## config.mk

```make
export PLATFORM = sky130hd
export DESIGN_NAME = net_device_config_space
export DESIGN_NICKNAME = d
export VERILOG_FILES = /design/src/logic/netcfg_pkg.sv /design/src/logic/feature_gate.sv /design/src/logic/net_device_config_space.sv
export SDC_FILE = /design/constraint.sdc
export NUM_CORES = 1
export LEC_CHECK = 0
export ABC_AREA = 0
export BUFFER_PORTS_ARGS = -buffer_cell sky130_fd_sc_hd__buf_2
export CAP_MARGIN = 0
export CORE_MARGIN = 1
export CORE_UTILIZATION = 51
export DETAILED_ROUTE_END_ITERATION = 6
export PLACE_DENSITY = 0.81
export SYNTH_ARGS = -nofsm -noshare
export SYNTH_HDL_FRONTEND = slang
export SYNTH_HIERARCHICAL = 1
export SYNTH_SLANG_ARGS = --single-unit
```

## constraint.sdc

```tcl
create_clock -name CLK -period 5.3 [get_ports CLK]
set_input_delay 1.06 -clock CLK [delete_from_list [all_inputs] [get_ports CLK]]
set_output_delay 1.06 -clock CLK [all_outputs]
set_load 0.01 [all_outputs]
```

## src/logic/netcfg_pkg.sv

```systemverilog
`default_nettype none
package netcfg_pkg;
    // feature bit positions
    localparam int F_CSUM          = 0;
    localparam int F_GUEST_CSUM    = 1;
    localparam int F_CTRL_OFFLOAD  = 2;
    localparam int F_MTU           = 3;
    localparam int F_MAC           = 5;
    localparam int F_ANY_GSO       = 6;
    localparam int F_GUEST_TSO4    = 7;
    localparam int F_GUEST_TSO6    = 8;
    localparam int F_GUEST_ECN     = 9;
    localparam int F_GUEST_UFO     = 10;
    localparam int F_HOST_TSO4     = 11;
    localparam int F_HOST_TSO6     = 12;
    localparam int F_HOST_ECN      = 13;
    localparam int F_HOST_UFO      = 14;
    localparam int F_MRG_RXBUF     = 15;
    localparam int F_STATUS        = 16;
    localparam int F_CTRL_VQ       = 17;
    localparam int F_CTRL_RX       = 18;
    localparam int F_CTRL_VLAN     = 19;
    localparam int F_ANNOUNCE      = 21;
    localparam int F_MQ            = 22;
    localparam int F_CTRL_ADDR     = 23;
    localparam int F_RSC4          = 41;
    localparam int F_RSC6          = 42;
    localparam int F_HDRLEN        = 59;
    localparam int F_RSS           = 60;
    localparam int F_RSC_EXT       = 61;
    localparam int F_STANDBY       = 62;
    localparam int F_SPEED_DUPLEX  = 63;
    // register byte offsets
    localparam logic [11:0] A_DEV_TYPE  = 12'h000;
    localparam logic [11:0] A_OFFER_LO  = 12'h004;
    localparam logic [11:0] A_OFFER_HI  = 12'h008;
    localparam logic [11:0] A_DRV_LO    = 12'h00C;
    localparam logic [11:0] A_DRV_HI    = 12'h010;
    localparam logic [11:0] A_NEG_LO    = 12'h014;
    localparam logic [11:0] A_NEG_HI    = 12'h018;
    localparam logic [11:0] A_QINFO     = 12'h01C;
    localparam logic [11:0] A_QSEL      = 12'h020;
    localparam logic [11:0] A_QMAP      = 12'h024;
    localparam logic [11:0] CFG_BASE    = 12'h100;
    localparam logic [2:0]  CFG_WORDS   = 3'h6;
    // field values and limits
    localparam logic [15:0] ST_LINK_UP    = 16'h0001;
    localparam logic [15:0] ST_ANNOUNCE   = 16'h0002;
    localparam logic [31:0] SPEED_MAX     = 32'h7FFFFFFF;
    localparam logic [31:0] SPEED_UNKNOWN = 32'hFFFFFFFF;
    localparam logic [7:0]  DUPLEX_FULL   = 8'h00;
    localparam logic [7:0]  DUPLEX_HALF   = 8'h01;
    localparam logic [7:0]  DUPLEX_UNK    = 8'hFF;
    localparam logic [15:0] PAIRS_MAX     = 16'h8000;
    localparam logic [15:0] MTU_MIN       = 16'h0044;
    localparam logic [7:0]  KEY_LEN_MIN   = 8'h28;
    localparam logic [15:0] TABLE_MIN     = 16'h0080;
    localparam int          HASH_BITS     = 9;
    localparam logic [63:0] LEGACY_MASK   = 64'h0000060000000040;
    // role of a queue index
    typedef enum logic [1:0] {
        Q_RX   = 2'b00,
        Q_TX   = 2'b01,
        Q_CTRL = 2'b11,
        Q_NONE = 2'b10
    } qkind_t;
    // drop every feature whose prerequisite is absent
    function automatic logic [63:0] prune_deps(input logic [63:0] f);
        logic [63:0] r;
        r = f;
        if (!r[F_GUEST_CSUM]) begin
            r[F_GUEST_TSO4] = 1'b0;
            r[F_GUEST_TSO6] = 1'b0;
            r[F_GUEST_UFO]  = 1'b0;
        end
        if (!(r[F_GUEST_TSO4] | r[F_GUEST_TSO6])) r[F_GUEST_ECN] = 1'b0;
        if (!r[F_CSUM]) begin
            r[F_HOST_TSO4] = 1'b0;
            r[F_HOST_TSO6] = 1'b0;
            r[F_HOST_UFO]  = 1'b0;
        end
        if (!(r[F_HOST_TSO4] | r[F_HOST_TSO6])) begin
            r[F_HOST_ECN] = 1'b0;
            r[F_RSC_EXT]  = 1'b0;
        end
        if (!r[F_CTRL_VQ]) begin
            r[F_CTRL_RX]   = 1'b0;
            r[F_CTRL_VLAN] = 1'b0;
            r[F_ANNOUNCE]  = 1'b0;
            r[F_MQ]        = 1'b0;
            r[F_CTRL_ADDR] = 1'b0;
            r[F_RSS]       = 1'b0;
        end
        return r;
    endfunction : prune_deps
endpackage : netcfg_pkg
`default_nettype wire

```

## src/logic/feature_gate.sv

```systemverilog
`timescale 1ns/100ps
`default_nettype none
module feature_gate
    import netcfg_pkg::*;
#(
    parameter logic        LEGACY_IF = 1'b0
) (
    // feature sets
    input  wire logic [63:0] offered,
    input  wire logic [63:0] request,
    // accepted set
    output logic      [63:0] accepted
);
    // legacy-only meanings are hidden on the modern interface
    logic [63:0] legal_mask;
    logic [63:0] raw_set;

    assign legal_mask = LEGACY_IF ? ~64'h0 : ~LEGACY_MASK;
    assign raw_set    = offered & request & legal_mask;
    // prerequisites of checksum, segmentation and control features
    assign accepted   = prune_deps(raw_set);
endmodule : feature_gate
`default_nettype wire

```

## src/logic/net_device_config_space.sv

```systemverilog
// What this block does
// - nonzero device type code readable by software
// - even indices receive, odd transmit, N pairs
// - control queue at 2N when negotiated
// - offload features at bits 0-2, 7-14
// - bit 3 reports transfer unit, bit 5 address
// - features 15-19, 21-23 at fixed positions
// - features 59-63 at fixed positions
// - driver receive offloads need driver checksum
// - device offloads need device checksum
// - control-channel features need control channel
// - bits 6, 41, 42 legacy only
// - configuration read-only; address always present
// - status: link up 1, announce 2
// - queue-pair limit with multiqueue or scaling
// - transfer unit field with its feature
// - speed and duplex with their feature
// - speed in megabits, all-ones means unknown
// - duplex full 00, half 01, unknown FF
// - scaling reports longest key in bytes
// - scaling reports indirection table entry limit
// - hash type mask bits 0 to 8
`timescale 1ns/100ps
`default_nettype none
module net_device_config_space
    import netcfg_pkg::*;
#(
    parameter logic [15:0] DEVICE_TYPE_CODE = 16'h00A5,   // arbitrary value
    parameter logic [63:0] OFFERED_FEATURES = 64'h900000000043082B,
    parameter logic [15:0] QUEUE_PAIRS      = 16'h0004,
    parameter logic [15:0] MTU_BYTES        = 16'h05DC,
    parameter logic [7:0]  KEY_LEN          = 8'h28,
    parameter logic [15:0] TABLE_LEN        = 16'h0080,
    parameter logic [8:0]  HASH_CAPS        = 9'h1FF,
    parameter logic        LEGACY_IF        = 1'b0
) (
    // clock and reset
    input  wire logic        CLK,
    input  wire logic        RST,
    // apb slave
    input  wire logic        PSEL,
    input  wire logic        PENABLE,
    input  wire logic        PWRITE,
    input  wire logic [11:0] PADDR,
    input  wire logic [31:0] PWDATA,
    input  wire logic [3:0]  PSTRB,
    output logic      [31:0] PRDATA,
    output logic             PREADY,
    output logic             PSLVERR,
    // link state from the network side
    input  wire logic [47:0] STATION_ADDR,
    input  wire logic        LINK_UP,
    input  wire logic        ANNOUNCE_REQ,
    input  wire logic [31:0] LINK_RATE,
    input  wire logic [7:0]  DUPLEX_IN,
    // negotiated state
    output logic      [63:0] NEG_FEATURES,
    output logic      [15:0] ACTIVE_PAIRS,
    output logic             CTRL_QUEUE_ON,
    output logic             CFG_CHANGED
);
    // refuse parameter values the field encodings cannot carry
    if (DEVICE_TYPE_CODE == 16'h0000) begin : g_bad_type
        $error("device type code zero is reserved");
    end
    if (QUEUE_PAIRS == 16'h0000 || QUEUE_PAIRS > PAIRS_MAX) begin : g_bad_pairs
        $error("queue pair limit out of range");
    end
    if (MTU_BYTES < MTU_MIN) begin : g_bad_mtu
        $error("transfer unit too small");
    end
    if (KEY_LEN < KEY_LEN_MIN || TABLE_LEN < TABLE_MIN) begin : g_bad_rss
        $error("steering limits too small");
    end
    if (prune_deps(OFFERED_FEATURES) != OFFERED_FEATURES) begin : g_bad_offer
        $error("offered features break a dependency");
    end

    // merge write data under byte strobes
    function automatic logic [31:0] strb_merge(input logic [31:0] old_v,
                                               input logic [31:0] new_v,
                                               input logic [3:0]  strb);
        logic [31:0] r;
        r = old_v;
        for (int b = 0; b < 4; b++) begin
            if (strb[b]) r[8*b +: 8] = new_v[8*b +: 8];
        end
        return r;
    endfunction : strb_merge

    logic [63:0] drv_q;
    logic [63:0] drv_d;
    logic [63:0] neg_q;
    logic [63:0] neg_d;
    logic [16:0] qsel_q;
    logic [16:0] qsel_d;
    logic [31:0] prdata_q;
    logic        pready_q;
    logic        pslverr_q;
    logic [15:0] pairs_q;
    logic        ctrl_on_q;
    logic [31:0] rate_q;
    logic [7:0]  dup_q;
    logic        link_q;
    logic        chg_q;
    logic [63:0] offer_eff;

    // apb phase decode
    logic acc_start;
    logic wr_done;
    assign acc_start = PSEL & PENABLE & ~pready_q;
    assign wr_done   = PSEL & PENABLE & pready_q & PWRITE;

    // address decode
    logic hit_type, hit_off_lo, hit_off_hi, hit_drv_lo, hit_drv_hi;
    logic hit_neg_lo, hit_neg_hi, hit_qinfo, hit_qsel, hit_qmap, hit_cfg;
    logic hit_rw, mapped, bad_access;
    logic [2:0] cfg_idx;
    assign hit_type   = PADDR == A_DEV_TYPE;
    assign hit_off_lo = PADDR == A_OFFER_LO;
    assign hit_off_hi = PADDR == A_OFFER_HI;
    assign hit_drv_lo = PADDR == A_DRV_LO;
    assign hit_drv_hi = PADDR == A_DRV_HI;
    assign hit_neg_lo = PADDR == A_NEG_LO;
    assign hit_neg_hi = PADDR == A_NEG_HI;
    assign hit_qinfo  = PADDR == A_QINFO;
    assign hit_qsel   = PADDR == A_QSEL;
    assign hit_qmap   = PADDR == A_QMAP;
    assign cfg_idx    = PADDR[4:2];
    assign hit_cfg    = (PADDR[11:5] == CFG_BASE[11:5]) && (cfg_idx < CFG_WORDS)
                        && (PADDR[1:0] == 2'b00);
    assign hit_rw     = hit_drv_lo | hit_drv_hi | hit_qsel;
    assign mapped     = hit_type | hit_off_lo | hit_off_hi | hit_rw | hit_neg_lo
                        | hit_neg_hi | hit_qinfo | hit_qmap | hit_cfg;
    // writes to read-only or unmapped words are refused
    assign bad_access = ~mapped | (PWRITE & ~hit_rw);

    // offered set as seen on this interface
    assign offer_eff = LEGACY_IF ? OFFERED_FEATURES
                                 : (OFFERED_FEATURES & ~LEGACY_MASK);

    // negotiation against offered features
    feature_gate #(
        .LEGACY_IF (LEGACY_IF)
    ) u_gate (
        .offered  (offer_eff),
        .request  (drv_q),
        .accepted (neg_d)
    );

    // queue index map
    logic [15:0] num_pairs;
    logic [16:0] data_queues;
    logic [16:0] ctrl_index;
    logic [15:0] pair_no;
    qkind_t      qkind;
    assign num_pairs   = (neg_q[F_MQ] | neg_q[F_RSS]) ? QUEUE_PAIRS : 16'h0001;
    assign data_queues = {num_pairs, 1'b0};
    assign ctrl_index  = data_queues;
    assign pair_no     = qsel_q[16:1] + 16'h0001;
    assign qkind       = (qsel_q < data_queues) ? (qsel_q[0] ? Q_TX : Q_RX)
                       : ((qsel_q == ctrl_index) && neg_q[F_CTRL_VQ]) ? Q_CTRL
                       : Q_NONE;

    // reported speed and duplex
    logic [31:0] rate_rep;
    logic [7:0]  dup_rep;
    assign rate_rep = (rate_q > SPEED_MAX) ? SPEED_UNKNOWN : rate_q;
    assign dup_rep  = (dup_q == DUPLEX_FULL || dup_q == DUPLEX_HALF) ? dup_q
                                                                     : DUPLEX_UNK;

    // present fields, absent ones read zero
    logic [15:0] status_f, pairs_f, mtu_f, table_f;
    logic [31:0] speed_f, hash_f;
    logic [7:0]  dup_f, key_f;
    logic        has_rss, has_sd;
    assign has_rss  = offer_eff[F_RSS];
    assign has_sd   = offer_eff[F_SPEED_DUPLEX];
    assign status_f = offer_eff[F_STATUS] ? ((link_q ? ST_LINK_UP : 16'h0000)
                      | (ANNOUNCE_REQ ? ST_ANNOUNCE : 16'h0000)) : 16'h0000;
    assign pairs_f  = (offer_eff[F_MQ] | has_rss) ? QUEUE_PAIRS : 16'h0000;
    assign mtu_f    = offer_eff[F_MTU] ? MTU_BYTES : 16'h0000;
    assign speed_f  = has_sd ? rate_rep : 32'h00000000;
    assign dup_f    = has_sd ? dup_rep : 8'h00;
    assign key_f    = has_rss ? KEY_LEN : 8'h00;
    assign table_f  = has_rss ? TABLE_LEN : 16'h0000;
    assign hash_f   = has_rss ? {{(32-HASH_BITS){1'b0}}, HASH_CAPS}
                              : 32'h00000000;

    // packed little-endian configuration words
    logic [31:0] cfg_word [0:5];
    assign cfg_word[0] = STATION_ADDR[31:0];
    assign cfg_word[1] = {status_f, STATION_ADDR[47:32]};
    assign cfg_word[2] = {mtu_f, pairs_f};
    assign cfg_word[3] = speed_f;
    assign cfg_word[4] = {table_f, key_f, dup_f};
    assign cfg_word[5] = hash_f;

    // read data selection
    logic [31:0] rd_word;
    assign rd_word = hit_type   ? {16'h0000, DEVICE_TYPE_CODE}
                   : hit_off_lo ? offer_eff[31:0]
                   : hit_off_hi ? offer_eff[63:32]
                   : hit_drv_lo ? drv_q[31:0]
                   : hit_drv_hi ? drv_q[63:32]
                   : hit_neg_lo ? neg_q[31:0]
                   : hit_neg_hi ? neg_q[63:32]
                   : hit_qinfo  ? {15'h0000, neg_q[F_CTRL_VQ], num_pairs}
                   : hit_qsel   ? {15'h0000, qsel_q}
                   : hit_qmap   ? {(qkind == Q_CTRL || qkind == Q_NONE) ? 16'h0000 : pair_no,
                                   14'h0000, qkind}
                   : hit_cfg    ? cfg_word[cfg_idx]
                   : 32'h00000000;

    // write next values
    assign drv_d[31:0]  = (wr_done & hit_drv_lo) ? strb_merge(drv_q[31:0], PWDATA, PSTRB)
                                                 : drv_q[31:0];
    assign drv_d[63:32] = (wr_done & hit_drv_hi) ? strb_merge(drv_q[63:32], PWDATA, PSTRB)
                                                 : drv_q[63:32];
    assign qsel_d       = (wr_done & hit_qsel)
                        ? strb_merge({15'h0000, qsel_q}, PWDATA, PSTRB) [16:0] : qsel_q;

    // apb answer: one wait state, data and error captured together
    always_ff @(posedge CLK) begin
        if (RST) begin
            pready_q  <= 1'b0;
            pslverr_q <= 1'b0;
            prdata_q  <= 32'h00000000;
        end else begin
            pready_q <= acc_start;
            if (acc_start) begin
                pslverr_q <= bad_access;
                prdata_q  <= (PWRITE | bad_access) ? 32'h00000000 : rd_word;
            end
        end
    end

    // driver features, queue select and negotiated set
    always_ff @(posedge CLK) begin
        if (RST) begin
            drv_q     <= 64'h0000000000000000;
            qsel_q    <= 17'h00000;
            neg_q     <= 64'h0000000000000000;
            pairs_q   <= 16'h0001;
            ctrl_on_q <= 1'b0;
        end else begin
            drv_q     <= drv_d;
            qsel_q    <= qsel_d;
            neg_q     <= neg_d;
            pairs_q   <= num_pairs;
            ctrl_on_q <= neg_q[F_CTRL_VQ];
        end
    end

    // link sampling and change notice
    always_ff @(posedge CLK) begin
        if (RST) begin
            rate_q <= 32'h00000000;
            dup_q  <= 8'h00;
            link_q <= 1'b0;
            chg_q  <= 1'b0;
        end else begin
            rate_q <= LINK_RATE;
            dup_q  <= DUPLEX_IN;
            link_q <= LINK_UP;
            chg_q  <= (LINK_RATE != rate_q) | (DUPLEX_IN != dup_q)
                      | (LINK_UP != link_q);
        end
    end

    // outputs straight from flops
    assign PRDATA        = prdata_q;
    assign PREADY        = pready_q;
    assign PSLVERR       = pslverr_q;
    assign NEG_FEATURES  = neg_q;
    assign ACTIVE_PAIRS  = pairs_q;
    assign CTRL_QUEUE_ON = ctrl_on_q;
    assign CFG_CHANGED   = chg_q;
endmodule : net_device_config_space
`default_nettype wire

```

* Yosys cells after proc, flatten, opt, wreduce, memory -nomap -nowiden
Cells that the tools add are included.
** Storage, ports and cells
- Input bits :: 143
- Output and inout bits :: 116
- Register bits :: 238
- Logic and storage cells :: 121
** Operators by class
- $lt $le $gt $ge :: 4
- $add $sub $neg :: 1
- Equality and inequality tests :: 17
- Bitwise operators :: 30
- Multiplexer cells :: 24
- Reductions and logical operators :: 21
** Operator list (number)
- 32-bit 2-to-1 mux :: 15
- 32-bit binary-select mux with 3-bit select :: 1
- 12-bit by 5-bit == test with 1-bit output (second input constant) :: 4
- 32-bit by 31-bit greater-than comparator with 1-bit output (second input constant) :: 1
- 32-bit != test :: 1
- 12-bit by 4-bit == test with 1-bit output (second input constant) :: 2
- 12-bit by 6-bit == test with 1-bit output (second input constant) :: 2
- 2-bit AND reduction :: 11
- 17-bit by 4-bit == test with 1-bit output :: 1
- 17-bit by 4-bit less-than comparator with 1-bit output :: 1
- 16-bit by 1-bit adder with 16-bit output (second input constant) :: 1
- 16-bit 2-to-1 mux :: 1
- 1-bit OR :: 15
- 12-bit by 3-bit == test with 1-bit output (second input constant) :: 1
- 12-bit zero test :: 1
- 1-bit AND :: 8
- 8-bit by 1-bit == test with 1-bit output (second input constant) :: 1
- 8-bit zero test :: 1
- 8-bit 2-to-1 mux :: 1
- 8-bit != test :: 1
- 7-bit by 4-bit == test with 1-bit output (second input constant) :: 1
- 1-bit NOT :: 5
- 2-bit == test (second input constant) :: 2
- 4-bit >= comparator (second input constant) :: 1
- other kinds (11) :: 18

* Logic depth before layout (Yosys ltp)
- Depth in word-level cells :: 20
- Mapped depth :: 10
- Gate-level depth less buffers :: 6

* Hierarchy
Netlist, hierarchy kept.
** By module, submodules not included
- net_device_config_space :: instances 1, seq. area each 4484.3 um^2, cells each 1200, area an instance 10284.9 um^2
- feature_gate :: instances 1, seq. area each 0.0 um^2, cells each 77, area an instance 447.9 um^2

* Worst setup path after synthesis
OpenSTA, ideal clock, no wires.
- Path kind :: in2reg
- Start :: input port PADDR[2]
- End :: register prdata_q[0], in the netlist PRDATA[0]
- Slack :: 2597 ps
- Required time :: 5173 ps
- Buffers on the path :: 4
- Setup time :: 127 ps
- Stages :: 8
- Data arrival time :: 2576 ps
- Path through :: buf_2 > buf_2 > buf_2 > clkbuf_1 > mux2i_1 > a32oi_1 > a221oi_1 > a21oi_1
** On the way
- Longest elaborated chain between the ends :: 16
- Elaborated cells between the ends (all ways) :: 44
- Classes of those cells :: 1 x order compare; 9 x eq/ne; 15 x mux; 16 x bitwise; 3 x reduce/logical
** Ends and longest elaborated chain
- start: declaration :: RTL line net_device_config_space.sv:44 : input wire logic [11:0] PADDR,
- 3-bit NOT with 4-bit output (implied by the code) :: RTL line net_device_config_space.sv:212 : : hit_cfg ? cfg_word[cfg_idx]
- 32-bit binary-select mux with 3-bit select :: RTL line net_device_config_space.sv:212
- 32-bit 2-to-1 mux (implied by the code) (2 in series) :: RTL line net_device_config_space.sv:212
- 32-bit 2-to-1 mux :: RTL line net_device_config_space.sv:212
- 32-bit 2-to-1 mux :: RTL line net_device_config_space.sv:210 : : hit_qmap ? {(qkind == Q_CTRL || qkind == Q_NONE) ? 16'h0000 : pair_no,
- 32-bit 2-to-1 mux :: RTL line net_device_config_space.sv:209 : : hit_qsel ? {15'h0000, qsel_q}
- 32-bit 2-to-1 mux :: RTL line net_device_config_space.sv:208 : : hit_qinfo ? {15'h0000, neg_q[F_CTRL_VQ], num_pairs}
- 32-bit 2-to-1 mux :: RTL line net_device_config_space.sv:207 : : hit_neg_hi ? neg_q[63:32]
- 32-bit 2-to-1 mux :: RTL line net_device_config_space.sv:206 : : hit_neg_lo ? neg_q[31:0]
- 32-bit 2-to-1 mux :: RTL line net_device_config_space.sv:205 : : hit_drv_hi ? drv_q[63:32]
- 32-bit 2-to-1 mux :: RTL line net_device_config_space.sv:204 : : hit_drv_lo ? drv_q[31:0]
- 32-bit 2-to-1 mux :: RTL line net_device_config_space.sv:203 : : hit_off_hi ? offer_eff[63:32]
- 32-bit 2-to-1 mux :: RTL line net_device_config_space.sv:202 : : hit_off_lo ? offer_eff[31:0]
- 32-bit 2-to-1 mux :: RTL line net_device_config_space.sv:201 : assign rd_word = hit_type ? {16'h0000, DEVICE_TYPE_CODE}
- 32-bit 2-to-1 mux (*) :: RTL line net_device_config_space.sv:233 : prdata_q <= (PWRITE | bad_access) ? 32'h00000000 : rd_word;
- end signal: assignment :: RTL line net_device_config_space.sv:233
- end: declaration :: RTL line net_device_config_space.sv:97 : logic [31:0] prdata_q;
Every way passes the cells marked *; elsewhere a longest branch is shown, timed or not. The select of a mux whose other input is x is not followed.
A chain may end at the register's enable or synchronous reset.

* Worst setup path after layout
- Start :: input port PADDR[2]
- End :: register drv_q[4]
** On the way
- Longest elaborated chain between the ends :: 3
** Ends and longest elaborated chain
- 12-bit by 4-bit == test with 1-bit output :: RTL line net_device_config_space.sv:122 : assign hit_drv_lo = PADDR == A_DRV_LO;
- 1-bit AND :: RTL line net_device_config_space.sv:216 : assign drv_d[31:0] = (wr_done & hit_drv_lo) ? strb_merge(drv_q[31:0], PWDATA, PSTRB)
- 2-bit AND reduction (no source line)
- end signal: assignment :: RTL line net_device_config_space.sv:247 : drv_q <= drv_d;
- end: declaration :: RTL line net_device_config_space.sv:91 : logic [63:0] drv_q;
No other way between the ends.

==> impl_metrics.csv <==
group,metric,value,unit
global_route,grt_pass1_wl,59400,um
timing,fin_ws,1630,ps
cts,cts_hold_buf,0,
logic_synthesis,synthCells,1277,
pwr,power_frac_comb,0.082,
placement,dpl_cell_area,0.0122,mm^2
global_route,grt.overflow.total,0,
timing,max_slew_margin,0.167,
routing,via_per_inst,5.87,
timing,setup_violations,0,
setup_path,cp.arrival,4130,ps
logic_synthesis,avgSynthCellArea,8.40,um^2
logic_synthesis,synthTopCellsByArea,"dfxtp_1 42%, nor2b_1 6.6%, nand2_1 6.3%",
die,fp.dieW,147,um
run,maxCapViolCount,0,
logic_synthesis,synth_edf_count,0,
worst_hold_path,hold_class,"flop to flop",
worst_hold_path,hold_path.startpoint,"PRDATA[19]$_SDFFE_PP0P_",
setup_path,rr_endpoint,"PRDATA[22]$_SDFFE_PP0P_",
run_status,status,"finished clean",
setup_path,startpoint,"PADDR[2]",
logic_synthesis,syn_area,0.0107,mm^2
die,die_area,0.0216,mm^2
timing,maxSlewViolCount,0,
logic_synthesis,async_reset_ff_frac,0,
routing,firstDrtPassIters,6,
routing,dr_total_vias,10751,
setup_path,crit_required,5760,ps
cts,cts-buffers-inserted,25,
routing,wl_per_cell,21.8,um
logic_synthesis,synth.top_cell.area_share,0.418,
timing,rsz0062_at_grt,"false",
pwr,vdd_drop_max,284,uV
placement,gp_congestion,1.03,
logic_synthesis,ys_dominant_reg_cell,"dfxtp_1",
routing,wl_met2,18200,um
logic_synthesis,synth-seq-area-share,0.418,
worst_hold_path,holdPathEnd,"PRDATA[19]$_SDFFE_PP0P_",
placement,portBuffers,244,
die,rows,52,
logic_synthesis,synth.distinct_cells,80,
timing,fmax,273,MHz
cells_and_area,drive_gt1_frac,0.208,
cts,clockBufferDepth,3,
cells_and_area,final_cell_area,0.0131,mm^2
routing,ant_nets,0,
setup_path,start_kind,"input port",
die,core_area,0.0204,mm^2
pwr,internal_power,0.00291,W
global_route,grt_pass1_vias,10052,
logic_synthesis,synth_top_cell_by_area,"dfxtp_1",
pwr,p_leak,5.24,nW
setup_path,reg2reg_depth,6,
routing,drtIter0Drc,1293,
cts,htree_levels,1,
placement,pre_cts_ws,1300,ps
placement,dp.final_hpwl,29300,um
timing,fin_crit_sh,0.692,
setup_path,r2r-start,"rate_q[31]$_SDFF_PP0_",
cts,cts_tree,"done",
routing,dr.max_layer_used,"met4",
logic_synthesis,yosys-top-cells-count,"224 x dfxtp_1, 180 x nand2_1, 113 x nor2b_1",
pwr,p_sw,0.000953,W
cts,cts_resized,0,
cts,clk_pin_slew,60,ps
global_route,grt_max_degree,99,
timing,finalHoldViolCount,0,
routing,wl,39900,um
cells_and_area,n_antenna_cell,0,
die,io_pins,259,
cells_and_area,area_delta_synth_final,21.8,%
timing,tightest_slew,1240,ps
cts,clk_latency,550,ps
pwr,switching_share,0.247,
global_route,antenna_found_initial,0,
logic_synthesis,yosysWarnings,6,
routing,drcViolationCount,0,
die,start_util,0.525,
die,die_h,147,um
timing,setup_tns,0,ps
routing,wl_met3,4420,um
cts,cts_root_buf,"clkbuf_16",
cells_and_area,final_nets,1688,
cts,cts.sinks,224,
pwr,p_total,0.00386,W
pwr,pwr-share-clk,0.472,
routing,met1_length,15900,um
timing,fin_crit,3670,ps
logic_synthesis,ys_seq_elements,224,
logic_synthesis,yosysMostFrequentCell,"dfxtp_1",
pwr,cellPowerDensity,295,mW/mm^2
setup_path,end_kind,"flop",
worst_hold_path,hold_depth,2,
global_route,grt.total_usage,0.361,
timing,hold_ws,448,ps
setup_path,critical_path_class,"input port to flop",
pwr,share_seq_of_total_power,0.445,
setup_path,rrSetupSlack,2640,ps
setup_path,crit_fanout,35,
cts,cts_post_setup_buffers_inserted,0,
timing,fin_skew,14.4,ps
==> power by group through the flow <==
stage / sequential, W / clock, W / combinational, W
floorplan: 0.00175 / 0 / 0.000178
global placement: 0.00176 / 0 / 0.000305
detailed placement: 0.00176 / 0 / 0.000306
CTS: 0.00172 / 0.00182 / 0.000309
global route: 0.00172 / 0.00189 / 0.000338
finish: 0.00172 / 0.00182 / 0.000317
==> stage by stage <==
stage,instances,utilization
after floorplan,1355,-
after global placement,1787,0.598
after detailed placement,1787,0.598
after CTS,1833,0.640
after global routing,1833,0.640
final,1833,0.640
==> registers in the layout (all words and copies together) (netlist names) <==
signal and flops:
CFG_CHANGED 1, PREADY 1, PRDATA 32, link_q 1, rate_q 32, NEG_FEATURES 64
PSLVERR 1, dup_q 8, CTRL_QUEUE_ON 1, drv_q 64, ACTIVE_PAIRS 2, qsel_q 17
==> per-layer routing <==
layer / up-vias / global-route usage
met1: 4997 / 0.480
met3: 92 / 0.0640
met5: - / 0
li1: 4965 / -
met4: 0 / 0.130
met2: 697 / 0.584
==> cells by family after synthesis <==
group,synth area share
compound gates,0.201
xor+xnor,0.0343
fa+ha+maj,0.00117
buf+inv,0.0456
other cells,0.00105
simple gates,0.262
mux,0.0373
flops,0.418
==> worst max path at each step <==
stage	end	slack [ps]	cells past startpoint
after floorplan	PRDATA[0]$_SDFFE_PP0P_	2600	8
after global placement	drv_q[31]$_SDFFE_PP0P_	1470	7
after detailed placement	drv_q[4]$_SDFFE_PP0P_	1300	7
after CTS	drv_q[27]$_SDFFE_PP0P_	1810	7
after global routing	drv_q[17]$_SDFFE_PP0P_	1450	7
final	drv_q[4]$_SDFFE_PP0P_	1630	7
==> final cells by class <==
class                           instances  area (um^2)
Clock buffer                           36          717
Fill cell                            1778         7350
Inverter                               10         37.5
Sequential cell                       224         4480
Clock inverter                         10          146
Multi-Input combinational cell       1029         6050
Tap cell                              270          338
Timing Repair Buffer                  254         1300
==> layout by cell type (no fill, tap or decap), drive strengths merged, types with 12 or more instances in the layout <==
cell type,instances
a21oi,92
xnor2,38
and2,49
nor2b,113
clkbuf,36
o22ai,21
a22oi,15
nor4,14
a22o,13
nor3,17
dfxtp,224
nand2,181
buf,254
nand3,18
o211ai,17
o21ai,81
nand4,16
conb,81
mux2i,40
nor2,88
inv,12
==> critical path: stages <==
cell and delay (ps):
buf_2 560, nand2_1 610, nor2_1 420, nand3_1 500
nor2_1 620, nand2_1 150, a21oi_1 190
Note: power is estimated with default switching activity, not from simulation.
